==> src/design/dpram_host_pkg.sv <==
// constants and carrier types for the dual-port ram port controller
// assumes a 200 MHz clock and one asynchronous port of the memory outside
package dpram_host_pkg;
  localparam int clk_period_ps = 5000;
  // nanosecond figures of the slowest speed grade
  localparam int pwe_ns = 15;
  localparam int hzwe_ns = 12;
  localparam int sd_ns = 15;
  localparam int access_ns = 20;
  localparam int flowthrough_delay_ns = 30;
  localparam int flag_delay_from_match_ns = 20;
  localparam int token_pulse_ns = 10;
  // least times round up to whole cycles
  localparam int pwe_cyc = (pwe_ns * 1000 + clk_period_ps - 1) / clk_period_ps;
  localparam int stretch_cyc =
    ((hzwe_ns + sd_ns) * 1000 + clk_period_ps - 1) / clk_period_ps;
  localparam int access_cyc =
    (access_ns * 1000 + clk_period_ps - 1) / clk_period_ps;
  localparam int flow_cyc =
    (flowthrough_delay_ns * 1000 + clk_period_ps - 1) / clk_period_ps;
  localparam int busy_settle_cyc =
    (flag_delay_from_match_ns * 1000 + clk_period_ps - 1) / clk_period_ps;
  localparam int token_gap_cyc =
    (token_pulse_ns * 1000 + clk_period_ps - 1) / clk_period_ps;
  localparam int count_w = 4;
  localparam int addr_w = 16;
  localparam int data_w = 18;
  localparam int token_addr_w = 3;

  // one order from the user side
  typedef struct packed {
    logic write;
    logic token;
    logic upper;
    logic lower;
    logic [addr_w-1:0] addr;
    logic [data_w-1:0] wdata;
  } cmd_t;

  // control pins of the port, all active low except rw
  typedef struct packed {
    logic chip_select_n;
    logic token_latch_select_n;
    logic rw;
    logic output_enable_n;
    logic upper_lane_enable_n;
    logic lower_lane_enable_n;
  } port_ctl_t;
endpackage

==> src/design/dpram_port_ctrl.sv <==
// one-port controller driving the dual-port ram pins from user orders
// assumes the memory pins are asynchronous; busy and interrupt are synced
`timescale 1ns/1ps
module dpram_port_ctrl #(
  parameter int addr_bits = 16,
  parameter int data_bits = 18,
  parameter bit out_en_during_write = 1'b0
) (
  // clock and reset
  input wire logic clk,
  input wire logic rst,
  // user order
  input wire logic cmd_valid,
  output logic cmd_ready,
  input wire dpram_host_pkg::cmd_t cmd,
  output logic rsp_valid,
  output logic [data_bits-1:0] rsp_data,
  // slave part: wait for busy before writes
  input wire logic slave_role,
  // own mailbox interrupt, synced and active high
  output logic interrupt_pending,
  // memory pins
  output dpram_host_pkg::port_ctl_t port_ctl,
  output logic [addr_bits-1:0] addr,
  output logic [data_bits-1:0] data_o,
  output logic data_oe,
  input wire logic [data_bits-1:0] data_i,
  input wire logic busy_n,
  input wire logic int_n
);
  import dpram_host_pkg::*;

  // refuse widths the packed order cannot carry
  if (addr_bits < 15 || addr_bits > addr_w || data_bits < 16 ||
      data_bits > data_w) begin : g_bad_width
    $error("unsupported port width");
  end

  typedef enum {idle, setup, wr_pulse, wr_end, rd_wait, gap} state_t;
  state_t state;
  logic [count_w-1:0] cnt;
  logic [addr_bits-1:0] last_waddr;
  logic recent_write;
  logic [count_w-1:0] flow_cnt;
  logic busy_s1, busy_s2, int_s1, int_s2;
  logic is_write, is_token;

  // busy and interrupt cross in through two flops each
  always_ff @(posedge clk or posedge rst) begin
    if (rst) begin
      busy_s1 <= 1'b1;
      busy_s2 <= 1'b1;
      int_s1 <= 1'b1;
      int_s2 <= 1'b1;
    end else begin
      busy_s1 <= busy_n;
      busy_s2 <= busy_s1;
      int_s1 <= int_n;
      int_s2 <= int_s1;
    end
  end
  assign interrupt_pending = ~int_s2;

  assign cmd_ready = (state == idle);

  // latched order kind
  always_ff @(posedge clk or posedge rst) begin
    if (rst) begin
      is_write <= 1'b0;
      is_token <= 1'b0;
      addr <= '0;
      data_o <= '0;
    end else if (cmd_valid && cmd_ready) begin
      is_write <= cmd.write;
      is_token <= cmd.token;
      // token orders only use address bits 0..2
      addr <= cmd.token ? {{(addr_bits-token_addr_w){1'b0}},
        cmd.addr[token_addr_w-1:0]} : cmd.addr[addr_bits-1:0];
      // token write only bit zero matters; replicate for a clean bus
      data_o <= cmd.token ? {data_bits{cmd.wdata[0]}} :
        cmd.wdata[data_bits-1:0];
    end
  end

  // flowthrough guard: reads of the last written word wait
  always_ff @(posedge clk or posedge rst) begin
    if (rst) begin
      last_waddr <= '0;
      flow_cnt <= '0;
    end else if (state == wr_end) begin
      last_waddr <= addr;
      flow_cnt <= count_w'(flow_cyc);
    end else if (flow_cnt != '0) begin
      flow_cnt <= flow_cnt - 1'b1;
    end
  end
  assign recent_write = (flow_cnt != '0);

  // main sequencer; rw is only low inside a write pulse, so address
  // changes always happen with rw high
  always_ff @(posedge clk or posedge rst) begin
    if (rst) begin
      state <= idle;
      cnt <= '0;
      rsp_valid <= 1'b0;
      rsp_data <= '0;
      port_ctl.chip_select_n <= 1'b1;
      port_ctl.token_latch_select_n <= 1'b1;
      port_ctl.rw <= 1'b1;
      port_ctl.output_enable_n <= 1'b1;
      port_ctl.upper_lane_enable_n <= 1'b1;
      port_ctl.lower_lane_enable_n <= 1'b1;
      data_oe <= 1'b0;
    end else begin
      rsp_valid <= 1'b0;
      case (state)
        idle: begin
          if (cmd_valid) begin
            state <= setup;
            cnt <= '0;
            // token orders keep both lanes off so chip select, token
            // select and a lane enable are never low together
            port_ctl.upper_lane_enable_n <= cmd.token | ~cmd.upper;
            port_ctl.lower_lane_enable_n <= cmd.token | ~cmd.lower;
          end
        end
        setup: begin
          // wait out flowthrough and, in slave role, busy settling
          if (is_write && slave_role && (!busy_s2 ||
              cnt < count_w'(busy_settle_cyc))) begin
            cnt <= (busy_s2) ? cnt + 1'b1 : '0;
          end else if (!is_write && recent_write &&
                       addr == last_waddr) begin
            cnt <= '0;
          end else begin
            // selects fall together with rw so outputs stay off
            port_ctl.rw <= ~is_write;
            port_ctl.chip_select_n <= is_token;
            port_ctl.token_latch_select_n <= ~is_token;
            port_ctl.output_enable_n <= is_write &
              ~out_en_during_write;
            data_oe <= is_write;
            cnt <= '0;
            state <= is_write ? wr_pulse : rd_wait;
          end
        end
        wr_pulse: begin
          // stretch when outputs are enabled through the write
          cnt <= cnt + 1'b1;
          if (cnt + 1'b1 >= count_w'(out_en_during_write ?
              stretch_cyc : pwe_cyc)) begin
            port_ctl.rw <= 1'b1;
            state <= wr_end;
          end
        end
        wr_end: begin
          // data held one cycle past the rising rw edge
          port_ctl.chip_select_n <= 1'b1;
          port_ctl.token_latch_select_n <= 1'b1;
          port_ctl.output_enable_n <= 1'b1;
          data_oe <= 1'b0;
          cnt <= '0;
          state <= gap;
        end
        rd_wait: begin
          cnt <= cnt + 1'b1;
          if (cnt + 1'b1 >= count_w'(access_cyc)) begin
            rsp_data <= data_i;
            rsp_valid <= 1'b1;
            // deselect after each read; token reads need a fresh select
            port_ctl.chip_select_n <= 1'b1;
            port_ctl.token_latch_select_n <= 1'b1;
            port_ctl.output_enable_n <= 1'b1;
            cnt <= '0;
            state <= gap;
          end
        end
        gap: begin
          // deselected gap lets token flags update before the next read
          cnt <= cnt + 1'b1;
          if (cnt + 1'b1 >= count_w'(token_gap_cyc))
            state <= idle;
        end
        default: state <= idle;
      endcase
    end
  end
endmodule

==> config.mk <==
export PLATFORM = sky130hd
export DESIGN_NAME = dpram_port_ctrl
export DESIGN_NICKNAME = d
export VERILOG_FILES = /design/src/design/dpram_host_pkg.sv /design/src/design/dpram_port_ctrl.sv
export SDC_FILE = /design/constraint.sdc
export NUM_CORES = 1
export LEC_CHECK = 0
export BUFFER_PORTS_ARGS = -buffer_cell sky130_fd_sc_hd__buf_2
export CAP_MARGIN = 20
export CORE_MARGIN = 5
export CORE_UTILIZATION = 45
export DETAILED_ROUTE_END_ITERATION = 8
export PLACE_DENSITY = 0.77
export SYNTH_ARGS = -nofsm -noshare
export SYNTH_HDL_FRONTEND = slang
export SYNTH_SLANG_ARGS = --single-unit
==> constraint.sdc <==
create_clock -name clk -period 2.95 [get_ports clk]
set_clock_uncertainty 0.15 [all_clocks]
set_input_delay 0.295 -clock clk [delete_from_list [all_inputs] [get_ports clk]]
set_output_delay 0.295 -clock clk [all_outputs]
set_load 0.005 [all_outputs]
==> results.md <==
- Outcome: complete, no violations
- Worst min path class: in2reg
- Max stage delay on crit path: 0.63 ns
- Setup TNS: 0 ns
- Net count, final: 556
- Global-route wire length before repair: 15.18 mm
- HPWL after DPL: 6.412 mm
- Largest net degree at the start of global routing: 49
- Area growth syn-to-layout: 23.38%
- WL/cell: 14.42 um
- VDD IR max: 0.4115 mV
- Largest family of logic cells by synthesized area: compound AO/OA/AOI/OAI gates
- Die Y: 104.9 um
- Pins Over Slew Limit: 0
- Yosys warning count: 0
- Worst skew pair latency: 0.34 ns
- Clock tree sinks: 93
- CTS root buffer: clkbuf_8
- Via Count: 3044
- Post-synthesis mux area share: 11.07%
- Endpoint class of the critical path: flip-flop
- Unrepaired setup endpoints after global routing: no
- Diode count: 0
- Total CTS buffers: 9
- DRT iter0 DRCs: 87
- DR vias/cell: 5.048
- Vias in the first global route: 3285
- Layout cell share with drive strength beyond 1: 40.20%
- Seq/Total Area, Yosys: 57.68%
- Finished Layout Cells: 603
- Least-Margin Pin Slew: 0.9853 ns
- Grt ovf: 0
- # placed instances: 585
- Fin crit period: 2.523 ns
- CTS tree: built
- Clock slew at reported path FFs: 0.09 ns
- DRT Pass-1 Iters: 5
- CP cell instances: inv_1, ha_1, nor3b_2, nor4_2, nand3_1, or4_1, a211o_1, a21oi_1
- Adder-Cell Fraction of Synth Area: 0.9254%
- MaxCap Viol Count: 0
- Period utilization: 85.54%
- Initial Utilization: 46.29%
- Die W: 104.9 um
- Synth Area in Compound Gates: 12.74%
- Die Area: 0.01101 mm2
- Std-Cell Rows: 34
- I/O Buffers: 123
- CTS H-tree depth: 3
- Final hold vios: 0
- Syn Nets: 433
- Peak Freq: 0.3963 GHz
- Final WL: 8.693 mm
- Yosys reg bits: 93
- Critical Path Fanout Max: 6
- DRC violations left: 0
- Total power: 5.003 mW
- Post-Synth XOR/XNOR Area: 3.671%
- Synth Area in Simple Gates: 10.83%
- Top_reg_cell synth: dfrtp_1
- Post-route ant nets: 0
- Data required, critical path: 3.07 ns
- Core Area: 0.008763 mm2
- Clock buffer depth: 2
- Post-synth ARST share: 100.0%
- Final hold slack: 0.03039 ns
- Mean Syn Cell Area: 11.02 um2
- # IOs: 124
- Post-synthesis instance total: 368
- Initial antenna violation count: 0
- Leakage Power: 2.513 nW
- Number of synthesized flops with an enable pin: 0
- Power Density: 999.7 mW/mm2
- Max_slew headroom: 34.24%
- Type of origin of the critical path: flip-flop
- Crit path DAT: 2.64 ns
- Setup Viol. Count Final: 0
- Count of cell types in the netlist: 41
- Setup CP Type: reg2reg
- Post-Syn Area: 0.004056 mm2
- Slowest cell on crit path: or4_1
- GRT Overall Usage: 16.47%
- Gpl congestion: 0.8136
worst max-delay path, delay by kind of cell (launching register included):
| kind | cells | cell delay (ns) |
|---|---|---|
| flip-flops | 1 | 0.35 |
| adder cells (fa/ha/maj) | 1 | 0.24 |
| AND/OR/NAND/NOR | 4 | 1.18 |
| AO/OA/AOI/OAI | 2 | 0.47 |
| buffers and inverters | 1 | 0.07 |
state kept, by name, summed over array words and instances, names as in the netlist, 3 cells and up:
register    cells
addr           16
last_waddr     16
rsp_data       18
data_o         18
flow_cnt        4
cnt             4
port_ctl        6
state           3
routing by layer:
layer | up-vias | share of wire [%] | track usage (%)
li1 | 1511 | - | -
met4 | 0 | 0.58 | 4.749
met1 | 1458 | 44 | 20.88
met2 | 73 | 50 | 28.46
met5 | - | 0 | 0
met3 | 2 | 4.6 | 3.453
cell type report:
type	count	area [um2]
clock buffer	10	137.6
clock inverter	5	35.03
fill	749	3759
inverter	12	47.55
multi-input combinational	243	1594
sequential	93	2340
tap	108	135.1
timing repair buffer	132	715.7
through the flow:
step | setup WS (ns) | area [um2] | utilization (%)
global placement | 0.5553 | 4802 | 54.80
global route | 0.2657 | 5005 | 57.11
detailed placement | 0.4395 | 4802 | 54.80
floorplan | 0.1012 | 4056 | -
finish | 0.4267 | 5005 | 57.11
CTS | 0.4109 | 5005 | 57.11
cell usage in the layout, fill, tap and decap left out, types with 4 or more instances in the layout:
cell and count:
a21oi_1 30, dfrtp_1 83, xnor2_1 5, mux2_2 39
nand3_1 7, nand2_1 54, dfstp_2 10, buf_2 123
clkbuf_8 10, buf_4 4, inv_1 11, nor2b_1 5
o21ai_0 41, nand2b_1 6, xor2_1 12
timing repair:
item / CTS / global route
gates resized for setup: 0 / 0
setup buffers: 0 / 0
hold endpoints to repair: 43 / 0
hold buffers: 3 / 0
endpoints found under the setup margin: 0 / 0
final timing paths:
check / from / end / slack, ns / depth (start not counted)
max: flow_cnt[0]$_DFFE_PP0P_ / state[0]$_DFFE_PP0P_ / 0.43 / 8
min: data_i[5] / rsp_data[5]$_DFFE_PP0P_ / 0.03 / 2
max reg2reg: flow_cnt[0]$_DFFE_PP0P_ / state[0]$_DFFE_PP0P_ / 0.43 / 8
min reg2reg: int_s1$_DFF_PP1_ / int_s2$_DFF_PP1_ / 0.21 / 0
max in group asynchronous: rst / port_ctl[3]$_DFFE_PP1P_ / 1.49 / 4
min in group asynchronous: rst / rsp_data[3]$_DFFE_PP0P_ / 0.42 / 3
synth_stat cells (2+ instances only):
cell	n	area, um2
a21o_1	3	22.52
a21oi_1	30	150.1
a31oi_1	3	18.77
and2_1	3	18.77
buf_2	4	20.02
clkbuf_1	16	60.06
dfrtp_1	83	2077
dfstp_2	10	262.8
ha_1	3	37.54
inv_1	12	45.04
mux2_2	39	439.2
nand2_1	55	206.5
nand2b_1	6	37.54
nand3_1	7	35.03
nor2_1	3	11.26
nor2b_1	5	31.28
nor3_1	3	15.01
nor4_2	2	25.02
o211ai_1	2	15.01
o21ai_0	41	205.2
o22a_1	3	26.28
xnor2_1	5	43.79
xor2_1	12	105.1
cell families after synthesis:
family                     after synthesis
DFF                                     93
AOI/OAI and AO/OA                       91
buffers and inverters                   32
muxes                                   40
xor gates and xnor gates                17
and+or+nand+nor                         92
adders and majority gates                3
power breakdown:
group | internal [mW] | switching, mW | leakage (nW)
Clock | 0.327 | 0.435 | 0.0885
Combinational | 1.02 | 0.937 | 1.28
Sequential | 1.86 | 0.420 | 1.15
Total | 3.21 | 1.79 | 2.51
(Power assumes the default switching activity.)
